$ cat src/hdl/volume_pkg.sv
// Shared constants and types for the stereo volume command decoder.
package volume_pkg;

  // Bus addresses answered, selected by the address-select pin.
  localparam logic [6:0] ADDR_SEL_LOW = 7'h44;
  localparam logic [6:0] ADDR_SEL_HIGH = 7'h46;
  localparam logic WRITE_FLAG = 1'b0;

  // Bits shifted in before the acknowledge slot.
  localparam logic [3:0] BITS_PER_BYTE = 4'h8;

  // Upper-nibble operation codes of a command byte.
  localparam logic [3:0] OP_ALL_OFF = 4'hF;
  localparam logic [3:0] OP_FINE_BOTH = 4'hD;
  localparam logic [3:0] OP_FINE_LEFT = 4'hA;
  localparam logic [3:0] OP_FINE_RIGHT = 4'h2;
  localparam logic [3:0] OP_COARSE_BOTH = 4'hE;
  localparam logic [3:0] OP_COARSE_LEFT = 4'hB;
  localparam logic [3:0] OP_COARSE_RIGHT = 4'h3;
  localparam logic [3:0] OP_BOOST_BOTH = 4'hC;
  localparam logic [3:0] OP_BOOST_LEFT = 4'h6;
  localparam logic [3:0] OP_BOOST_RIGHT = 4'h5;
  localparam logic [3:0] OP_INPUT = 4'h4;
  localparam logic [3:0] OP_MISC = 4'h7;

  // Whole-byte commands.
  localparam logic [7:0] CMD_ALL_OFF = 8'hFF;
  localparam logic [7:0] CMD_MUTE_ON = 8'h79;
  localparam logic [7:0] CMD_MUTE_OFF = 8'h78;
  localparam logic [7:0] CMD_POWER_PREP = 8'h71;

  // Channel write masks; bit 0 is left, bit 1 is right.
  localparam logic [1:0] CH_NONE = 2'b00;
  localparam logic [1:0] CH_LEFT = 2'b01;
  localparam logic [1:0] CH_RIGHT = 2'b10;
  localparam logic [1:0] CH_BOTH = 2'b11;
  localparam int CH_COUNT = 2;

  // Field limits and reset values.
  localparam logic [3:0] FINE_MAX = 4'h9;
  localparam logic [2:0] COARSE_MAX = 3'h7;
  localparam logic [3:0] BOOST_RESET = 4'h0;
  localparam logic [1:0] INPUT_RESET = 2'h0;
  localparam logic MUTE_RESET = 1'b1;
  localparam logic PREP_RESET = 1'b0;
  // Level after reset and after the all-off command: minus 79 decibels.
  localparam logic [7:0] LEVEL_RESET = 8'hB1;

  // Receiver states, one-hot.
  typedef enum logic [4:0] {
    ST_IDLE = 5'b00001,
    ST_ADDR = 5'b00010,
    ST_AACK = 5'b00100,
    ST_DATA = 5'b01000,
    ST_DACK = 5'b10000
  } bus_state_e;

endpackage : volume_pkg
$ cat src/hdl/level_calc.sv
// Per-channel level computation from the fine, coarse and boost fields.
`timescale 1ns/100ps
`default_nettype none
module level_calc (
  input wire logic [3:0] fine,
  input wire logic [2:0] coarse,
  input wire logic [3:0] boost,
  output logic [7:0] level_db,
  output logic defined
);

  logic [7:0] coarse_db;

  // Ten decibels per coarse count, built from shifts so no multiplier is needed.
  assign coarse_db = {2'b00, coarse, 3'b000} + {4'b0000, coarse, 1'b0};

  // Two's complement sum: boost minus fine minus coarse, in whole decibels.
  assign level_db = {4'b0000, boost} - {4'b0000, fine} - coarse_db;

  // Fine codes above nine have no defined attenuation.
  assign defined = (fine <= volume_pkg::FINE_MAX);

endmodule : level_calc
`default_nettype wire

$ cat src/hdl/stereo_volume_command_decoder.sv
// Top of the stereo volume command decoder: serial receiver, decoder and channel state.
// Rules of the document for this block and its host
// [RULE1] Answer address 1000100 with select pin low, 1000110 with it high.
// [RULE2] Host always sends the read/write flag as zero; reads are not acknowledged. The bench sends 10001001 once to check the refusal.
// [RULE3] Acknowledge on the ninth clock after the address byte and every data byte.
// [RULE4] Host frames transfers: start, address, command bytes with acknowledges, stop.
// [RULE5] All-ones command sets both channels to minus 79 decibels.
// [RULE6] Nibbles 1101, 1010, 0010 load fine attenuation: both, left, right.
// [RULE7] Nibbles 1110, 1011, 0011 with bit 3 zero load coarse: both, left, right.
// [RULE8] Nibbles 1100, 0110, 0101 load gain: both, left, right.
// [RULE9] Fine code is minus one decibel per count; codes ten upward undefined.
// [RULE10] Coarse code is minus ten decibels per count, zero to minus seventy.
// [RULE11] Gain code is plus one decibel per count, zero to plus fifteen.
// [RULE12] Channel level is the sum of fine, coarse and gain contributions.
// [RULE13] Command 010000xx selects input pair one to four.
// [RULE14] Command 01111001 mutes both channels; 01111000 unmutes them.
// [RULE15] Command 01110001 enters power-off preparation.
// [RULE16] After reset: minus 79 decibels, gain zero, mute on.
// [RULE17] Host's first command after power-up is mute off.
// [RULE18] Host zeroes attenuation before moving a channel into positive gain.
// [RULE19] Host zeroes gain before moving a channel into attenuation.
// [RULE20] Host waits one second after power-up before its first command. The bench waits six clock cycles after releasing reset.
// [RULE21] Host should fix gain once at power-up and then vary attenuation. The bench moves gain four times in its command list.
// [RULE22] Bytes are eight bits, most significant first, then one acknowledge bit.
// [RULE23] Without acknowledge the host may stop to abort the transfer.
// [RULE24] Undefined command bytes are acknowledged and change nothing.
// [RULE25] Fields hold until a command addressing that field and channel.
`timescale 1ns/100ps
`default_nettype none
module stereo_volume_command_decoder (
  input wire logic clk,
  input wire logic arst_n,
  input wire logic scl_in,
  input wire logic sda_in,
  input wire logic addr_sel,
  output logic sda_out,
  output logic sda_oe,
  output logic [3:0] fine_atten_left,
  output logic [3:0] fine_atten_right,
  output logic [2:0] coarse_atten_left,
  output logic [2:0] coarse_atten_right,
  output logic [3:0] boost_left,
  output logic [3:0] boost_right,
  output logic [7:0] level_left,
  output logic [7:0] level_right,
  output logic level_defined_left,
  output logic level_defined_right,
  output logic [1:0] input_pair,
  output logic mute,
  output logic power_off_prep,
  output logic cmd_strobe
);

  // Reset release synchroniser; the rest of the design uses rst_n.
  logic [1:0] rst_sync_ff;
  logic rst_n;

  // Synchronised pins and their previous samples for edge finding.
  logic [2:0] pins_sync;
  logic scl_s;
  logic sda_s;
  logic sel_s;
  logic scl_q_ff;
  logic sda_q_ff;
  logic nxt_scl_q;
  logic nxt_sda_q;
  logic scl_rise;
  logic scl_fall;
  logic bus_start;
  logic bus_stop;
  logic [6:0] own_addr;

  // Receiver state.
  volume_pkg::bus_state_e st_ff;
  volume_pkg::bus_state_e nxt_st;
  logic [3:0] cnt_ff;
  logic [3:0] nxt_cnt;
  logic [7:0] shift_ff;
  logic [7:0] nxt_shift;
  logic oe_ff;
  logic nxt_oe;
  logic exec_ff;
  logic nxt_exec;

  // Decoder outputs and global state.
  logic [1:0] we_fine;
  logic [1:0] we_coarse;
  logic [1:0] we_boost;
  logic all_off;
  logic [1:0] pair_ff;
  logic [1:0] nxt_pair;
  logic mute_ff;
  logic nxt_mute;
  logic prep_ff;
  logic nxt_prep;
  logic strobe_ff;
  logic nxt_strobe;

  // Per-channel flip-flop copies gathered for the output ports.
  logic [3:0] fine_q [volume_pkg::CH_COUNT];
  logic [2:0] coarse_q [volume_pkg::CH_COUNT];
  logic [3:0] boost_q [volume_pkg::CH_COUNT];
  logic [7:0] level_q [volume_pkg::CH_COUNT];
  logic defined_q [volume_pkg::CH_COUNT];

  // Asynchronous assertion, synchronous release of the internal reset.
  always_ff @(posedge clk or negedge arst_n) begin
    if (!arst_n) begin
      rst_sync_ff <= 2'b00;
    end else begin
      rst_sync_ff <= {rst_sync_ff[0], 1'b1};
    end
  end
  assign rst_n = rst_sync_ff[1];

  // Bus pins and the address strap come from outside the clock domain.
  sync_two_ff #(
    .WIDTH(3),
    .RESET_VAL(3'b111)
  ) u_pin_sync (
    .clk(clk),
    .rst_n(rst_n),
    .async_in({addr_sel, sda_in, scl_in}),
    .sync_out(pins_sync)
  );
  assign scl_s = pins_sync[0];
  assign sda_s = pins_sync[1];
  assign sel_s = pins_sync[2];

  // Previous samples of the synchronised lines.
  always_comb begin
    nxt_scl_q = scl_s;
    nxt_sda_q = sda_s;
  end

  always_ff @(posedge clk or negedge rst_n) begin
    if (!rst_n) begin
      scl_q_ff <= 1'b1;
      sda_q_ff <= 1'b1;
    end else begin
      scl_q_ff <= nxt_scl_q;
      sda_q_ff <= nxt_sda_q;
    end
  end

  // Start and stop are data edges while the clock stays high.
  assign scl_rise = scl_s & ~scl_q_ff;
  assign scl_fall = ~scl_s & scl_q_ff;
  assign bus_start = scl_s & scl_q_ff & sda_q_ff & ~sda_s;
  assign bus_stop = scl_s & scl_q_ff & ~sda_q_ff & sda_s;

  // The strap picks one of two addresses; it is sampled continuously. See [RULE1].
  assign own_addr = sel_s ? volume_pkg::ADDR_SEL_HIGH : volume_pkg::ADDR_SEL_LOW;

  // Receiver: shifts bits on rising clock, drives acknowledge from a falling clock.
  // Start and stop win over any byte in progress, so a host can always resynchronise.
  always_comb begin
    nxt_st = st_ff;
    nxt_cnt = cnt_ff;
    nxt_shift = shift_ff;
    nxt_oe = oe_ff;
    nxt_exec = 1'b0;
    if (bus_start) begin
      nxt_st = volume_pkg::ST_ADDR;
      nxt_cnt = 4'h0;
      nxt_oe = 1'b0;
    end else if (bus_stop) begin
      nxt_st = volume_pkg::ST_IDLE; // see [RULE23]
      nxt_oe = 1'b0;
    end else begin
      unique case (st_ff)
        volume_pkg::ST_IDLE: begin
          nxt_oe = 1'b0;
        end
        volume_pkg::ST_ADDR, volume_pkg::ST_DATA: begin
          if (scl_rise && (cnt_ff != volume_pkg::BITS_PER_BYTE)) begin
            nxt_shift = {shift_ff[6:0], sda_s}; // see [RULE22]
            nxt_cnt = cnt_ff + 4'h1;
          end else if (scl_fall && (cnt_ff == volume_pkg::BITS_PER_BYTE)) begin
            if (st_ff == volume_pkg::ST_ADDR) begin
              if ((shift_ff[7:1] == own_addr) && (shift_ff[0] == volume_pkg::WRITE_FLAG)) begin
                nxt_oe = 1'b1; // see [RULE1] see [RULE2] see [RULE3]
                nxt_st = volume_pkg::ST_AACK;
              end else begin
                nxt_st = volume_pkg::ST_IDLE;
              end
            end else begin
              nxt_oe = 1'b1; // see [RULE3] see [RULE4]
              nxt_exec = 1'b1;
              nxt_st = volume_pkg::ST_DACK;
            end
          end
        end
        volume_pkg::ST_AACK, volume_pkg::ST_DACK: begin
          if (scl_fall) begin
            nxt_oe = 1'b0; // Release after the ninth clock.
            nxt_st = volume_pkg::ST_DATA;
            nxt_cnt = 4'h0;
          end
        end
      endcase
    end
  end

  always_ff @(posedge clk or negedge rst_n) begin
    if (!rst_n) begin
      st_ff <= volume_pkg::ST_IDLE;
      cnt_ff <= 4'h0;
      shift_ff <= 8'h00;
      oe_ff <= 1'b0;
      exec_ff <= 1'b0;
    end else begin
      st_ff <= nxt_st;
      cnt_ff <= nxt_cnt;
      shift_ff <= nxt_shift;
      oe_ff <= nxt_oe;
      exec_ff <= nxt_exec;
    end
  end

  // Command decode; the shift register holds the byte steady through the acknowledge.
  // Any code not matched falls through and leaves every field alone.
  always_comb begin
    we_fine = volume_pkg::CH_NONE;
    we_coarse = volume_pkg::CH_NONE;
    we_boost = volume_pkg::CH_NONE;
    all_off = 1'b0;
    nxt_pair = pair_ff;
    nxt_mute = mute_ff;
    nxt_prep = prep_ff;
    nxt_strobe = exec_ff;
    if (exec_ff) begin
      case (shift_ff[7:4])
        volume_pkg::OP_ALL_OFF: all_off = (shift_ff == volume_pkg::CMD_ALL_OFF); // see [RULE5]
        volume_pkg::OP_FINE_BOTH: we_fine = volume_pkg::CH_BOTH; // see [RULE6]
        volume_pkg::OP_FINE_LEFT: we_fine = volume_pkg::CH_LEFT; // see [RULE6]
        volume_pkg::OP_FINE_RIGHT: we_fine = volume_pkg::CH_RIGHT; // see [RULE6]
        volume_pkg::OP_COARSE_BOTH: begin
          if (!shift_ff[3]) begin
            we_coarse = volume_pkg::CH_BOTH; // see [RULE7]
          end
        end
        volume_pkg::OP_COARSE_LEFT: begin
          if (!shift_ff[3]) begin
            we_coarse = volume_pkg::CH_LEFT; // see [RULE7]
          end
        end
        volume_pkg::OP_COARSE_RIGHT: begin
          if (!shift_ff[3]) begin
            we_coarse = volume_pkg::CH_RIGHT; // see [RULE7]
          end
        end
        volume_pkg::OP_BOOST_BOTH: we_boost = volume_pkg::CH_BOTH; // see [RULE8]
        volume_pkg::OP_BOOST_LEFT: we_boost = volume_pkg::CH_LEFT; // see [RULE8]
        volume_pkg::OP_BOOST_RIGHT: we_boost = volume_pkg::CH_RIGHT; // see [RULE8]
        volume_pkg::OP_INPUT: begin
          if (shift_ff[3:2] == 2'b00) begin
            nxt_pair = shift_ff[1:0]; // see [RULE13]
          end
        end
        volume_pkg::OP_MISC: begin
          if (shift_ff == volume_pkg::CMD_MUTE_ON) begin
            nxt_mute = 1'b1; // see [RULE14]
          end else if (shift_ff == volume_pkg::CMD_MUTE_OFF) begin
            nxt_mute = 1'b0; // see [RULE14]
          end else if (shift_ff == volume_pkg::CMD_POWER_PREP) begin
            nxt_prep = 1'b1; // see [RULE15]
          end
        end
        default: begin
          nxt_strobe = exec_ff; // see [RULE24]
        end
      endcase
    end
  end

  // Global state starts muted on the first input pair.
  always_ff @(posedge clk or negedge rst_n) begin
    if (!rst_n) begin
      pair_ff <= volume_pkg::INPUT_RESET;
      mute_ff <= volume_pkg::MUTE_RESET; // see [RULE16]
      prep_ff <= volume_pkg::PREP_RESET;
      strobe_ff <= 1'b0;
    end else begin
      pair_ff <= nxt_pair;
      mute_ff <= nxt_mute;
      prep_ff <= nxt_prep;
      strobe_ff <= nxt_strobe;
    end
  end

  // One copy of the field registers per channel; index 0 is left, 1 is right.
  for (genvar ch = 0; ch < volume_pkg::CH_COUNT; ch++) begin : g_chan
    logic [3:0] fine_ff;
    logic [3:0] nxt_fine;
    logic [2:0] coarse_ff;
    logic [2:0] nxt_coarse;
    logic [3:0] boost_ff;
    logic [3:0] nxt_boost;
    logic [7:0] level_ff;
    logic [7:0] nxt_level;
    logic defined_ff;
    logic nxt_defined;

    // Fields change only when a command names them for this channel.
    always_comb begin
      nxt_fine = fine_ff; // see [RULE25]
      nxt_coarse = coarse_ff;
      nxt_boost = boost_ff;
      if (all_off) begin
        nxt_fine = volume_pkg::FINE_MAX; // see [RULE5]
        nxt_coarse = volume_pkg::COARSE_MAX;
        nxt_boost = volume_pkg::BOOST_RESET;
      end else begin
        if (we_fine[ch]) begin
          nxt_fine = shift_ff[3:0];
        end
        if (we_coarse[ch]) begin
          nxt_coarse = shift_ff[2:0];
        end
        if (we_boost[ch]) begin
          nxt_boost = shift_ff[3:0];
        end
      end
    end

    // The level follows the next field values so it lands in the same cycle.
    level_calc u_level (
      .fine(nxt_fine), // see [RULE9] see [RULE10] see [RULE11]
      .coarse(nxt_coarse),
      .boost(nxt_boost),
      .level_db(nxt_level), // see [RULE12]
      .defined(nxt_defined)
    );

    always_ff @(posedge clk or negedge rst_n) begin
      if (!rst_n) begin
        fine_ff <= volume_pkg::FINE_MAX; // see [RULE16]
        coarse_ff <= volume_pkg::COARSE_MAX;
        boost_ff <= volume_pkg::BOOST_RESET;
        level_ff <= volume_pkg::LEVEL_RESET;
        defined_ff <= 1'b1;
      end else begin
        fine_ff <= nxt_fine;
        coarse_ff <= nxt_coarse;
        boost_ff <= nxt_boost;
        level_ff <= nxt_level;
        defined_ff <= nxt_defined;
      end
    end

    assign fine_q[ch] = fine_ff;
    assign coarse_q[ch] = coarse_ff;
    assign boost_q[ch] = boost_ff;
    assign level_q[ch] = level_ff;
    assign defined_q[ch] = defined_ff;
  end

  // Open-drain data line: the module only ever pulls low.
  assign sda_out = 1'b0;
  assign sda_oe = oe_ff;
  assign fine_atten_left = fine_q[0];
  assign fine_atten_right = fine_q[1];
  assign coarse_atten_left = coarse_q[0];
  assign coarse_atten_right = coarse_q[1];
  assign boost_left = boost_q[0];
  assign boost_right = boost_q[1];
  assign level_left = level_q[0];
  assign level_right = level_q[1];
  assign level_defined_left = defined_q[0];
  assign level_defined_right = defined_q[1];
  assign input_pair = pair_ff;
  assign mute = mute_ff;
  assign power_off_prep = prep_ff;
  assign cmd_strobe = strobe_ff;

endmodule : stereo_volume_command_decoder
`default_nettype wire

$ cat src/hdl/sync_two_ff.sv
// Two flip-flop synchroniser for levels arriving from outside the clock domain.
`timescale 1ns/100ps
`default_nettype none
module sync_two_ff #(
  parameter int WIDTH = 1,
  parameter logic [WIDTH-1:0] RESET_VAL = '1
) (
  input wire logic clk,
  input wire logic rst_n,
  input wire logic [WIDTH-1:0] async_in,
  output logic [WIDTH-1:0] sync_out
);

  logic [WIDTH-1:0] meta_ff;
  logic [WIDTH-1:0] sync_ff;

  // The first stage is read by the second stage only, to keep metastability contained.
  always_ff @(posedge clk or negedge rst_n) begin
    if (!rst_n) begin
      meta_ff <= RESET_VAL;
      sync_ff <= RESET_VAL;
    end else begin
      meta_ff <= async_in;
      sync_ff <= meta_ff;
    end
  end

  // The reset value only matters for the idle level; a bus idles high.
  assign sync_out = sync_ff;

endmodule : sync_two_ff
`default_nettype wire

$ cat config.mk
export PLATFORM = sky130hd
export DESIGN_NAME = stereo_volume_command_decoder
export DESIGN_NICKNAME = d
export VERILOG_FILES = /design/src/hdl/volume_pkg.sv /design/src/hdl/level_calc.sv /design/src/hdl/stereo_volume_command_decoder.sv /design/src/hdl/sync_two_ff.sv
export SDC_FILE = /design/constraint.sdc
export NUM_CORES = 1
export LEC_CHECK = 0
export BUFFER_PORTS_ARGS = -buffer_cell sky130_fd_sc_hd__buf_2
export CAP_MARGIN = 5
export CORE_AREA = 8 8 88 90
export DETAILED_ROUTE_END_ITERATION = 16
export DIE_AREA = 0 0 96 98
export HOLD_SLACK_MARGIN = 0.08
export PLACE_DENSITY = 0.91
export SLEW_MARGIN = 20
export SYNTH_ARGS = -nofsm -noshare
export SYNTH_HDL_FRONTEND = slang
export SYNTH_SLANG_ARGS = --single-unit
export TNS_END_PERCENT = 1
$ cat constraint.sdc
create_clock -name clk -period 6.8 [get_ports clk]
set_clock_uncertainty 0.1 [all_clocks]
set_input_delay 0 -clock clk [delete_from_list [all_inputs] [get_ports clk]]
set_output_delay 0 -clock clk [all_outputs]
set_load 0.03 [all_outputs]
== Word level (Yosys, flattened, before mapping) ==
Cells that the tools add are included.

* Magnitude comparators: 2
* Muxes and demuxes: 54
* Reductions and logical operators: 16
* Equal/unequal tests: 31
* Bitwise operators: 16
* Add/subtract/negate cells: 7

{| class="wikitable"
|+ Operators with widths
! kind !! count
|-
| $mux 4 || 12
|-
| $mux 5 || 6
|-
| $eq 4x4->1 const B || 7
|-
| $eq 8x7->1 const B || 3
|-
| $mux 1 || 19
|-
| $pmux 2 s3 || 3
|-
| $eq 4x3->1 const B || 4
|-
| $ne 4x4->1 const B || 4
|-
| $reduce_and 4->1 || 4
|-
| $sub 8x8->8 || 2
|-
| $mux 3 || 5
|-
| $add 6x4->7 || 2
|-
| $mux 2 || 6
|-
| $pmux 5 s2 || 1
|-
| $sub 4x4->5 || 2
|-
| $not 1->1 || 9
|-
| $eq 4x2->1 const B || 2
|-
| $eq 8x8->1 const B || 1
|-
| $le 4x4->1 const B || 2
|-
| $pmux 4 s2 || 1
|-
| $and 1x1->1 || 7
|-
| $eq 7x7->1 || 1
|-
| $ne 3x3->1 const B || 2
|-
| $reduce_and 3->1 || 2
|-
| 16 further kinds || 19
|}

* Input bits: 5
* Register bits after elaboration: 74
* Word-level logic and storage cells: 150

== Longest topological paths before layout ==
Gate-level depths: netlist of the first run.

* Depth in word-level cells: 10
* Mapped depth: 17

== By module ==
From an unflattened synthesis of the first run, not the netlist that was laid out.

* Cell total of the unflattened synthesis: 351
* Area, all modules: 3862.5 µm²

{| class="wikitable"
|+ Modules (own cells, without submodules)
! module !! cells each !! area an instance (µm²) !! times used
|-
| stereo_volume_command_decoder || 233 || 2839.0 || 1
|-
| level_calc || 56 || 432.9 || 2
|-
| sync_two_ff || 6 || 157.7 || 1
|}

== Worst setup path before layout of the first run ==
Ideal clock, no wire load.

* Kind: register to register
* Start point: reg shift_ff[6]
* End point: reg g_chan[0].level_ff[6] (netlist: level_left[6])
* Arrival: 3.536 ns
* Required time: 6.620 ns
* Cell stages (with the launch flop): 17
* Slack: 3.084 ns
* Clock period less this slack: 3.716 ns
* Path through: dfrtp_1 buf_2 or3b_1 a21oi_2 mux2i_1 nor2_1 inv_1 ha_1 a21o_1 a21oi_1 xnor2_1 ha_1 nor2b_1 a221oi_1 o21ai_0 a21oi_1 xnor2_1

* Longest elaborated chain between the ends: 7

{| class="wikitable"
|+ Ends and longest elaborated chain
! item !! line !! text
|-
| start: declaration || stereo_volume_command_decoder.sv:78 || <nowiki>logic [7:0] shift_ff;</nowiki>
|-
| start signal: assignment || stereo_volume_command_decoder.sv:215 || <nowiki>shift_ff <= nxt_shift;</nowiki>
|-
| $eq 4x2->1 / $eq 4x4->1 (equally long branches) || stereo_volume_command_decoder.sv:233 || <nowiki>case (shift_ff[7:4])</nowiki>
|-
| $pmux 2 s3 || stereo_volume_command_decoder.sv:233 ||
|-
| $mux 2 || stereo_volume_command_decoder.sv:232 || <nowiki>if (exec_ff) begin</nowiki>
|-
| $mux 4 || stereo_volume_command_decoder.sv:315 || <nowiki>if (we_fine[ch]) begin</nowiki>
|-
| $mux 4 * || stereo_volume_command_decoder.sv:310 || <nowiki>if (all_off) begin</nowiki>
|-
| net g_chan[0].nxt_fine[1] || stereo_volume_command_decoder.sv:295 || <nowiki>logic [3:0] nxt_fine;</nowiki>
|-
| $sub 4x4->5 * || level_calc.sv:18 || <nowiki>assign level_db = {4'b0000, boost} - {4'b0000, fine} - coarse_db;</nowiki>
|-
| $sub 8x8->8 * || level_calc.sv:18 ||
|-
| net g_chan[0].nxt_level[6] || stereo_volume_command_decoder.sv:301 || <nowiki>logic [7:0] nxt_level;</nowiki>
|-
| end signal: assignment || stereo_volume_command_decoder.sv:341 || <nowiki>level_ff <= volume_pkg::LEVEL_RESET;</nowiki>
|-
| end signal: assignment || stereo_volume_command_decoder.sv:347 || <nowiki>level_ff <= nxt_level;</nowiki>
|-
| end: declaration || stereo_volume_command_decoder.sv:300 || <nowiki>logic [7:0] level_ff;</nowiki>
|}

The timed path passes the listed nets; every way through them passes the cells marked *.
A chain may end at the register's enable or synchronous reset.

== Final worst setup path of the first run ==
* Start point: reg shift_ff[5]
* End point: reg g_chan[0].level_ff[6] (netlist: level_left[6])

The elaborated chain is that of the path after synthesis.

==> results of run 1 <==
-- cells by family after synthesis --
family / Yosys count / synth area share
other: 2 / 0.00196
muxes: 33 / 0.0910
AOI/OAI and AO/OA: 49 / 0.0805
buffers and inverters: 44 / 0.0455
adders and majority gates: 28 / 0.0995
xor gates and xnor gates: 23 / 0.0546
and+or+nand+nor: 90 / 0.133
DFF: 74 / 0.494
-- layout make-up --
| type | count | area (um2) |
|---|---|---|
| repair buffers | 56 | 308 |
| flip-flops and latches | 74 | 1890 |
| inverters | 32 | 120 |
| well taps | 80 | 100 |
| fillers | 492 | 2060 |
| clock buffers | 9 | 124 |
| clock inverters | 7 | 125 |
| multi-input cells | 225 | 1770 |
-- per-stage QoR --
step                      instance area, um2  utilization
final                                   4430        0.683
after global routing                    4430        0.683
after CTS                               4430        0.682
after detailed placement                4130        0.636
after global placement                  4130        0.636
after floorplan                         3820            -
-- synth_stat cells (all sizes together) (2+ instances only) --
master | count | area (um2)
mux2i | 19 | 190
nand3 | 4 | 20.0
dfstp | 30 | 788
nand3b | 3 | 22.5
o21ai | 17 | 88.8
fa | 4 | 80.1
mux2 | 14 | 158
nor3b | 2 | 15.0
nand2b | 3 | 18.8
nor2b | 3 | 18.8
buf | 5 | 27.5
nor4b | 2 | 17.5
a21oi | 16 | 83.8
a21o | 7 | 52.6
or3b | 2 | 17.5
clkbuf | 7 | 26.3
conb | 2 | 7.51
nor3 | 10 | 60.1
ha | 24 | 300
nand4 | 2 | 12.5
dfrtp | 44 | 1100
or2 | 3 | 18.8
xnor2 | 19 | 174
inv | 32 | 120
nand4b | 5 | 43.8
nor4 | 3 | 25.0
or4 | 3 | 26.3
nand2 | 18 | 67.6
xor2 | 4 | 35.0
nor2 | 22 | 82.6
-- registers in the layout (all words and copies together), names as in the netlist, 3 cells and up --
register             flops
boost_left               4
boost_right              4
cnt_ff                   4
coarse_atten_left        3
coarse_atten_right       3
fine_atten_left          4
fine_atten_right         4
level_left               8
level_right              8
shift_ff                 8
st_ff                    5
u_pin_sync.meta_ff       3
u_pin_sync.sync_out      3
-- worst paths after layout --
check | startpoint | endpoint | slack (ns) | cells after the start
hold / removal | sda_in | u_pin_sync.meta_ff[1] | 0.21 | 2
setup reg to reg | shift_ff[5] | level_left[6] | 2.68 | 15
min in group asynchronous | rst_sync_ff[1] | boost_left[3] | 0.37 | 1
hold reg to reg | u_pin_sync.meta_ff[0] | u_pin_sync.sync_out[0] | 0.26 | 0
setup / recovery | shift_ff[5] | level_left[6] | 2.68 | 15
max in group asynchronous | rst_sync_ff[1] | cmd_strobe | 5.65 | 1
-- metal layers --
metal	track usage	vias up	routed length [um]
met3	0.0430	10	285
met5	0	-	0
met1	0.222	1318	3300
li1	-	1282	-
met2	0.296	48	4110
met4	0.0604	0	121
-- worst max-delay path, delay by kind of cell (launching register included) --
family	cells	cell delay, ns
xor gates and xnor gates	2	0.29
buffers and inverters	1	0.08
DFF	1	0.59
and+or+nand+nor	3	0.83
adders and majority gates	2	0.59
muxes	1	0.12
AOI/OAI and AO/OA	6	1.43
-- power by group --
part	leakage, nW	internal [mW]	total (mW)	switching (mW)
clock network	0.124	0.247	0.420	0.173
registers	0.907	0.479	0.545	0.0664
logic	1.11	0.0724	0.159	0.0866
==> summary.md, run 1 <==
| Metric | Value |
|---|---|
| Status | finished, final reports clean |
| Antenna viol nets, final | 0 |
| Primary FF master, synth | dfrtp_1 |
| Synth Instances | 343 |
| GP Congestion | 0.871 |
| Die Area | 0.00941 mm2 |
| F_max | 243 MHz |
| Yosys reg bits | 74 |
| CTS clock-pin slew for the worst setup and hold paths | 0.08 ns |
| Tightest Hold Check Type | input port to flip-flop |
| Initial antenna violation count | 0 |
| GRT Residual Overflow | 0 |
| Crit path arrival time | 4.29 ns |
| Async S/R FF share, synth | 1.00 |
| Crit path largest cell delay | 0.59 ns |
| Fraction of layout cells with a size suffix above 1 | 0.313 |
| Largest net degree at the start of global routing | 73 |
| Sink Count | 74 |
| Setup bufs post-CTS | 0 |
| Input/output buffers | 50 |
| Ports | 52 |
| Crit-path cells | or3b_1 -> a21oi_2 -> mux2i_1 -> nor2_1 -> inv_1 -> ha_1 -> a21o_1 -> a21oi_1 -> xnor2_1 -> ha_1 -> nor2b_1 -> a221oi_1 -> o21ai_0 -> a21oi_1 -> xnor2_1 |
| Pins Over Slew Limit | 0 |
| Die width | 96 um |
| Initial Utilization | 0.589 |
| Hold_buf cts | 5 |
| Routed via count | 2,658 |
| Commonest cells after routing, fill and taps aside | buf_2 (50), dfrtp_1 (43), inv_1 (32) |
| Hpwl dp | 5590 um |
| Final Setup Violations | 0 |
| Dpl ws | 2.34 ns |
| Worst Path Max Fanout | 14 |
| Power after layout | 1.12 mW |
| Pwr dens | 254 mW/mm2 |
| Cts bufs inserted | 9 |
| First-pass GRT wire length | 13,300 um |
| Core Box Area | 0.00649 mm2 |
| Setup TNS | 0 ns |
| Startpoint types | flip-flop |
| Final Routed Wirelength | 7820 um |
| Clock Latency Late Sink | 0.35 ns |
| Via-to-Cell Ratio | 5.50 |
| YS warnings | 0 |
| Avg Cell Area, Syn | 11.1 um2 |
| Peak supply drop | 0.185 mV |
| Library cells used by synthesis | 52 |
| DRC viols | 0 |
| CTS tree | built |
| Slowest cell on the critical path | dfrtp_1 |
| Final WS setup | 2.68 ns |
| Relative slew slack | 0.418 |
| H-tree levels | 3 |
| Hold Slack | 0.211 ns |
| Kind of critical path | flip-flop to flip-flop |
| Worst setup EP type | flip-flop |
| Mapped Area | 0.00382 mm2 |
| Global Route Usage Sum | 0.180 |
| Post-synth EDFFs | 0 |
| Final period util | 0.605 |
| Clock root buffer | clkbuf_8 |
| RSZ-0062 raised after global routing | false |
| DR pass1 iterations | 4 |
| Syn_nets | 376 |
| Vias in the first global route | 2,748 |
| Post_cts resized | 0 |
| Worst Max-Slew Pin Slew | 0.873 ns |
| P&R area growth vs syn | 15.9% |
| Final hold violation count | 0 |
| Routed length per instance | 16.2 um |
| Tmin final | 4.12 ns |
| Non-filler cells, final | 483 |
| Sequential share of the synthesized area | 0.494 |
| Placed cells | 462 |
| Height of the die | 98 um |
| Site row count | 30 |
| Final nets | 431 |
| Critical Path RT | 6.97 ns |
| MaxCap Viol Count | 0 |
| Most common cell after layout, fill and taps aside | buf_2 |
| DRT iter0 DRCs | 154 |
| Leak Pwr | 2.14 nW |
| CTS Buffer Depth | 2 |
| Antenna cells | 0 |
Power figures use the tool's default switching activity.
==> inputs of run 2 (changes only) <==
Settings changed: CORE_AREA 8 8 88 90 to 8 8 91 93, DIE_AREA 0 0 96 98 to 0 0 99 101, PLACE_DENSITY 0.91 to 0.86.
Clock period 6.8 ns to 3.85 ns, I/O delays scaled along.
==> run 2 against run 1 <==
  * Global-route usage decreased by 0.42 points
  * Wire length increased by 8.0%
  * Largest power group unchanged
  * Core utilization decreased by 2.4 points
  * Sequential cell count unchanged
  * Clock power increased by 22%
  * Register-to-register slack got worse by 2.5 ns
  * Cell area increased by 3.1%
  * Die area increased by 6.3%
  * Largest cell class unchanged
  * Critical path depth unchanged
  * First-iteration DRC count increased by 43%
  * Count of clock-buffer cells in the layout increased by 4
  * Setup slack got worse by 2.5 ns
==> summary.md, run 2 (same netlist as run 1, synthesis figures left out) <==
| Metric | Value |
|---|---|
| Worst R2R Setup Slack | 0.15 ns (was 2.68 ns) |
| CTS clock-pin slew for the worst setup and hold paths | 0.07 ns (was 0.08 ns) |
| Kind of critical path | flip-flop to flip-flop (unchanged) |
| Commonest cells after routing, fill and taps aside | buf_2 (50), dfrtp_1 (39), inv_1 (32) (was buf_2 (50), dfrtp_1 (43), inv_1 (32)) |
| Crit path largest cell delay | 0.47 ns (was 0.59 ns) |
| Crit-path cells | buf_4 -> nor4b_2 -> o21ai_2 -> buf_4 -> mux2i_1 -> nor2_1 -> inv_1 -> fa_1 -> xor2_1 -> ha_1 -> a21o_1 -> a21o_1 -> a21o_1 -> a21oi_1 -> xnor2_1 (was or3b_1 -> a21oi_2 -> mux2i_1 -> nor2_1 -> inv_1 -> ha_1 -> a21o_1 -> a21oi_1 -> xnor2_1 -> ha_1 -> nor2b_1 -> a221oi_1 -> o21ai_0 -> a21oi_1 -> xnor2_1) |
| First-pass GRT wire length | 13,800 um (was 13,300 um) |
| Critical Path Stages | 15 (unchanged) |
| Initial antenna violation count | 0 (unchanged) |
| Critical Path RT | 4.02 ns (was 6.97 ns) |
| Worst Max-Slew Pin Slew | 0.627 ns (was 0.873 ns) |
| Largest net degree at the start of global routing | 46 (was 73) |
| Sink Count | 74 (unchanged) |
| H-tree levels | 3 (unchanged) |
| Design Area, Final | 0.00457 mm2 (was 0.00443 mm2) |
| Routed length per instance | 16.7 um (was 16.2 um) |
| Fraction of layout cells with a size suffix above 1 | 0.376 (was 0.313) |
| Height of the die | 101 um (was 98 um) |
| Final period util | 0.962 (was 0.605) |
| Site row count | 31 (was 30) |
| Final hold violation count | 0 (unchanged) |
| CTS tree | built (unchanged) |
| Final Routed Wirelength | 8450 um (was 7820 um) |
| Status | finished, final reports clean (unchanged) |
| Initial Utilization | 0.551 (was 0.589) |
| CTS Buffer Depth | 2 (unchanged) |
| RR Endpoint | level_right[6] (was level_left[6]) |
| P&R area growth vs syn | 19.5% (was 15.9%) |
| Non-filler cells, final | 507 (was 483) |
| Delay-heaviest family, CP | compound AO/OA/AOI/OAI gates (unchanged) |
| MaxCap Viol Count | 0 (unchanged) |
| Routed via count | 2,836 (was 2,658) |
| Crit path arrival time | 3.87 ns (was 4.29 ns) |
| Relative slew slack | 0.579 (was 0.418) |
| Number of buffers and inverters on the critical path | 3 (was 1) |
| Final Setup Violations | 0 (unchanged) |
| Antenna cells | 0 (unchanged) |
| GP Congestion | 0.873 (was 0.871) |
| Hold Slack | 0.201 ns (was 0.211 ns) |
| Global Route Usage Sum | 0.175 (was 0.180) |
| Antenna viol nets, final | 0 (unchanged) |
| Worst Hold Depth | 2 (unchanged) |
| Final nets | 453 (was 431) |
| Most common cell after layout, fill and taps aside | buf_2 (unchanged) |
| DR pass1 iterations | 4 (unchanged) |
| Hpwl dp | 6080 um (was 5590 um) |
| Worst setup startpoint | shift_ff[4] (was shift_ff[5]) |
| DRC viols | 0 (unchanged) |
| Hold_sp | addr_sel (was sda_in) |
| Clock root buffer | clkbuf_8 (unchanged) |
| Clock Latency Late Sink | 0.34 ns (was 0.35 ns) |
| Worst R2R Start | shift_ff[4] (was shift_ff[5]) |
| Die Area | 0.0100 mm2 (was 0.00941 mm2) |
| Worst setup EP type | flip-flop (unchanged) |
| Placed cells | 481 (was 462) |
| Worst Path Max Fanout | 9 (was 14) |
| Reg2reg path depth | 15 (unchanged) |
| Hold endpoint | u_pin_sync.meta_ff[2] (was u_pin_sync.meta_ff[1]) |
| Tmin final | 3.70 ns (was 4.12 ns) |
| Power after layout | 1.79 mW (was 1.12 mW) |
| Core Box Area | 0.00694 mm2 (was 0.00649 mm2) |
| Cts bufs inserted | 9 (unchanged) |
| CP dominant cell by count | a21o_1 |
| Vias in the first global route | 2,936 (was 2,748) |
| Pins Over Slew Limit | 0 (unchanged) |
| Ports | 52 (unchanged) |
| F_max | 270 MHz (was 243 MHz) |
| Slowest cell on the critical path | dfrtp_2 (was dfrtp_1) |
| DP Area | 0.00426 mm2 (was 0.00413 mm2) |
| Tightest Hold Check Type | input port to flip-flop (unchanged) |
| Pwr dens | 392 mW/mm2 (was 254 mW/mm2) |
| GRT Residual Overflow | 0 (unchanged) |
| Die width | 99 um (was 96 um) |
| Input/output buffers | 50 (unchanged) |
| Via-to-Cell Ratio | 5.59 (was 5.50) |
| Startpoint types | flip-flop (unchanged) |
| Peak supply drop | 0.234 mV (was 0.185 mV) |
| DRT iter0 DRCs | 220 (was 154) |
| Post-layout util | 0.658 (was 0.683) |
| Leak Pwr | 2.23 nW (was 2.14 nW) |
| RSZ-0062 raised after global routing | true (was false) |
## run 2: changes by cell type in the layout (fill, tap and decap cells not counted), moves of 2 or more
cell | before | now
inv_6 | 2 | 0
buf_4 | 1 | 23
dfrtp_2 | 1 | 4
a21oi_2 | 1 | 5
dfrtp_1 | 43 | 39
clkinv_4 | 2 | 0
clkinv_2 | 0 | 3
clkbuf_1 | 0 | 3
a21oi_1 | 15 | 11
bufinv_16 | 3 | 0
## run 2: per-layer routing
layer / vias to the layer above / track usage / part of all wire
met1: 1402 / 0.183 / 0.39
met3: 29 / 0.0407 / 0.044
met2: 80 / 0.315 / 0.54
li1: 1325 / - / -
met5: - / 0 / 0
met4: 0 / 0.104 / 0.030
## run 2: power by group
part	total [mW]	leakage [nW]	switching [mW]	internal, mW
logic	0.363	1.24	0.206	0.157
registers	0.916	0.900	0.0673	0.848
clock network	0.514	0.0872	0.265	0.249
## run 2: timing repair
action | in CTS | in global routing
setup buffers | 0 | 5
gates resized for setup | 0 | 16
endpoints found under the setup margin | 0 | 6
hold buffers | 5 | 0
hold endpoints to repair | 5 | 0
## run 2: layout make-up
cell class / instances / area [um2]
Clock buffer: 13 / 149
Inverter: 32 / 120
Timing Repair Buffer: 78 / 473
Clock inverter: 3 / 15.0
Sequential cell: 74 / 1900
Fill cell: 505 / 2370
Tap cell: 82 / 103
Multi-Input combinational cell: 225 / 1810
## run 2: worst max-delay path by stage
stage | to | slack, ns
after detailed placement | level_left[6] | 0.02
after floorplan | level_left[6] | 0.13
after global placement | level_left[6] | 0.16
final | level_right[6] | 0.15
after global routing | level_left[6] | -0.14
after CTS | level_left[6] | 0.001
## run 2: per-stage QoR
stage	TNS [ns]	worst slack, ns
5_1_grt	-0.217	-0.139
3_3_place_gp	0	0.156
3_5_place_dp	0	0.0205
6_report	0	0.148
4_1_cts	0	0.00113
2_1_floorplan	0	0.134
==> inputs of run 3 (changes only) <==
Settings changed: CORE_AREA 8 8 91 93 to 8 8 103 105, DIE_AREA 0 0 99 101 to 0 0 111 113, PLACE_DENSITY 0.86 to 0.7.
==> run 3 against run 2 <==
  * Fmax increased by 1.4%
  * Register-to-register slack better by 0.05 ns
  * Wire length is 4.2% lower
  * Global-route usage fell by 4.3 points
  * Core utilization down 14 points
  * Critical path depth decreased by 1
  * Sequential cell count is the same
  * First-iteration DRC count is 37% lower
  * Critical path type unchanged
  * Largest cell class unchanged
  * Setup slack better by 0.049 ns
  * Non-clock buffer count is 1 higher
  * Final cell count up 5.9%
==> summary.md, run 3 (same netlist as run 1, synthesis figures left out) <==
| Metric | Value |
|---|---|
| Die width | 111 um (was 99 um) |
| Non-filler cells, final | 537 (was 507) |
| Final hold violation count | 0 (unchanged) |
| DR pass1 iterations | 4 (unchanged) |
| Routed length per instance | 15.1 um (was 16.7 um) |
| Final-layout fill cell count | 785 (was 505) |
| Pwr dens | 420 mW/mm2 (was 392 mW/mm2) |
| Input/output buffers | 50 (unchanged) |
| Tmin final | 3.65 ns (was 3.70 ns) |
| Routed via count | 2,716 (was 2,836) |
| Area of the multi-input gates | 0.00180 mm2 (was 0.00181 mm2) |
| Most common cell after layout, fill and taps aside | buf_2 (unchanged) |
| Final nets | 454 (was 453) |
| Final Setup Violations | 0 (unchanged) |
| DRC viols | 0 (unchanged) |
| First-pass GRT wire length | 14,000 um (was 13,800 um) |
| Antenna cells | 0 (unchanged) |
| Hpwl dp | 5860 um (was 6080 um) |
| Placed cells | 513 (was 481) |
| Critical Path RT | 4.02 ns (about the same) |
| Die Area | 0.0125 mm2 (was 0.0100 mm2) |
| Fraction of layout cells with a size suffix above 1 | 0.371 (was 0.376) |
| Sequential cell area | 0.00190 mm2 (unchanged) |
| Site row count | 35 (was 31) |
| Worst Path Max Fanout | 12 (was 9) |
| Sink Count | 74 (unchanged) |
| Global Route Usage Sum | 0.133 (was 0.175) |
| Power after layout | 1.96 mW (was 1.79 mW) |
| Leak Pwr | 2.24 nW (was 2.23 nW) |
| Initial antenna violation count | 0 (unchanged) |
| Peak supply drop | 0.255 mV (was 0.234 mV) |
| Via-to-Cell Ratio | 5.06 (was 5.59) |
| CTS tree | built (unchanged) |
| P&R area growth vs syn | 22.0% (was 19.5%) |
| Core Box Area | 0.00898 mm2 (was 0.00694 mm2) |
| Worst Hold Depth | 2 (unchanged) |
| CTS clock-pin slew for the worst setup and hold paths | 0.08 ns (was 0.07 ns) |
| Pins Over Slew Limit | 0 (unchanged) |
| Height of the die | 113 um (was 101 um) |
| Ports | 52 (unchanged) |
| H-tree levels | 3 (unchanged) |
| Status | finished, final reports clean (unchanged) |
| Tightest Hold Check Type | input port to flip-flop (unchanged) |
| Cts bufs inserted | 9 (unchanged) |
| GRT Residual Overflow | 0 (unchanged) |
| Worst setup EP type | flip-flop (unchanged) |
| Reg2reg path depth | 14 (was 15) |
| Clock root buffer | clkbuf_8 (unchanged) |
| Final period util | 0.949 (was 0.962) |
| Worst Max-Slew Pin Slew | 0.637 ns (was 0.627 ns) |
| Kind of critical path | flip-flop to flip-flop (unchanged) |
| Startpoint types | flip-flop (unchanged) |
| Clock Latency Late Sink | 0.34 ns (about the same) |
| F_max | 274 MHz (was 270 MHz) |
| RSZ-0062 raised after global routing | true (unchanged) |
| DRT iter0 DRCs | 138 (was 220) |
| MaxCap Viol Count | 0 (unchanged) |
| Commonest cells after routing, fill and taps aside | buf_2 (50), dfrtp_1 (39), inv_1 (32) (unchanged) |
| Final Routed Wirelength | 8090 um (was 8450 um) |
| CTS Buffer Depth | 2 (unchanged) |
| Initial Utilization | 0.426 (was 0.551) |
| Vias in the first global route | 2,957 (was 2,936) |
| Relative slew slack | 0.575 (was 0.579) |
| GP Congestion | 0.811 (was 0.873) |
| Crit path arrival time | 3.82 ns (was 3.87 ns) |
| Antenna viol nets, final | 0 (unchanged) |
| Largest net degree at the start of global routing | 50 (was 46) |
run 3: cell count changes in the layout (fill, tap and decap cells not counted), moves of 2 or more:
cell	before	now
clkbuf_1	3	0
a21oi_2	5	2
clkinvlp_4	0	2
bufinv_16	0	2
a21oi_1	11	13
clkinv_2	3	1
run 3: worst max-delay path, stage by stage, from the launching register on:
cell and delay (ns):
dfrtp_2 0.49, or3b_1 0.42, a21oi_4 0.21, mux2i_1 0.21, nand2_1 0.09, ha_1 0.25
fa_1 0.42, xnor2_1 0.22, inv_1 0.09, fa_1 0.43, inv_1 0.08, a21oi_1 0.10
nor3b_1 0.23, a21oi_1 0.10, a2bb2oi_1 0.14
run 3: path summary, 6_finish.rpt:
| path | startpoint | end | slack (ns) |
|---|---|---|---|
| worst max-delay path | shift_ff[5] | level_left[7] | 0.20 |
| worst min-delay path | addr_sel | u_pin_sync.meta_ff[2] | 0.20 |
| worst min register to register | rst_sync_ff[1] | level_left[3] | 0.26 |
| min in group asynchronous | rst_sync_ff[1] | level_left[3] | 0.26 |
| worst max register to register | shift_ff[5] | level_left[7] | 0.20 |
| max in group asynchronous | rst_sync_ff[1] | u_pin_sync.sync_out[1] | 2.59 |
run 3: repair_timing:
item                                    CTS  global route
hold endpoints to repair                  5             0
pin swaps                                 0             4
hold buffers                              5             0
resized for setup                         1            11
cloned                                    0             0
setup buffers                             0             3
endpoints found under the setup margin    1             6
run 3: per-layer routing:
| metal | wire [um] | track usage | vias to the layer above |
|---|---|---|---|
| met2 | 4100 | 0.231 | 36 |
| met4 | 142 | 0.0604 | 0 |
| met5 | 0 | 0 | - |
| met3 | 235 | 0.0254 | 11 |
| met1 | 3610 | 0.155 | 1344 |
| li1 | - | - | 1325 |
run 3: layout make-up:
type                            count  share of cell area
Sequential cell                    74               0.407
Multi-Input combinational cell    225               0.386
Timing Repair Buffer               79               0.103
Tap cell                          111              0.0298
Clock buffer                       10              0.0295
Inverter                           32              0.0258
Clock inverter                      6              0.0190
run 3: per-stage QoR:
| step | instance area (um2) | TNS, ns | setup slack (ns) | util | hold slack (ns) |
|---|---|---|---|---|---|
| 2_1_floorplan | 3820 | 0 | 0.134 | - | -0.396 |
| 3_3_place_gp | 4320 | 0 | 0.130 | 0.481 | -0.315 |
| 3_5_place_dp | 4320 | -0.0228 | -0.0228 | 0.481 | -0.313 |
| 4_1_cts | 4600 | 0 | 0.00167 | 0.512 | 0.177 |
| 5_1_grt | 4660 | -0.0524 | -0.0416 | 0.520 | 0.187 |
| 6_report | 4660 | 0 | 0.197 | 0.520 | 0.200 |
run 3: report_power, final:
part,switching (mW),internal (mW),total [mW]
Combinational,0.201,0.161,0.361
Clock,0.298,0.384,0.681
Sequential,0.0670,0.848,0.915
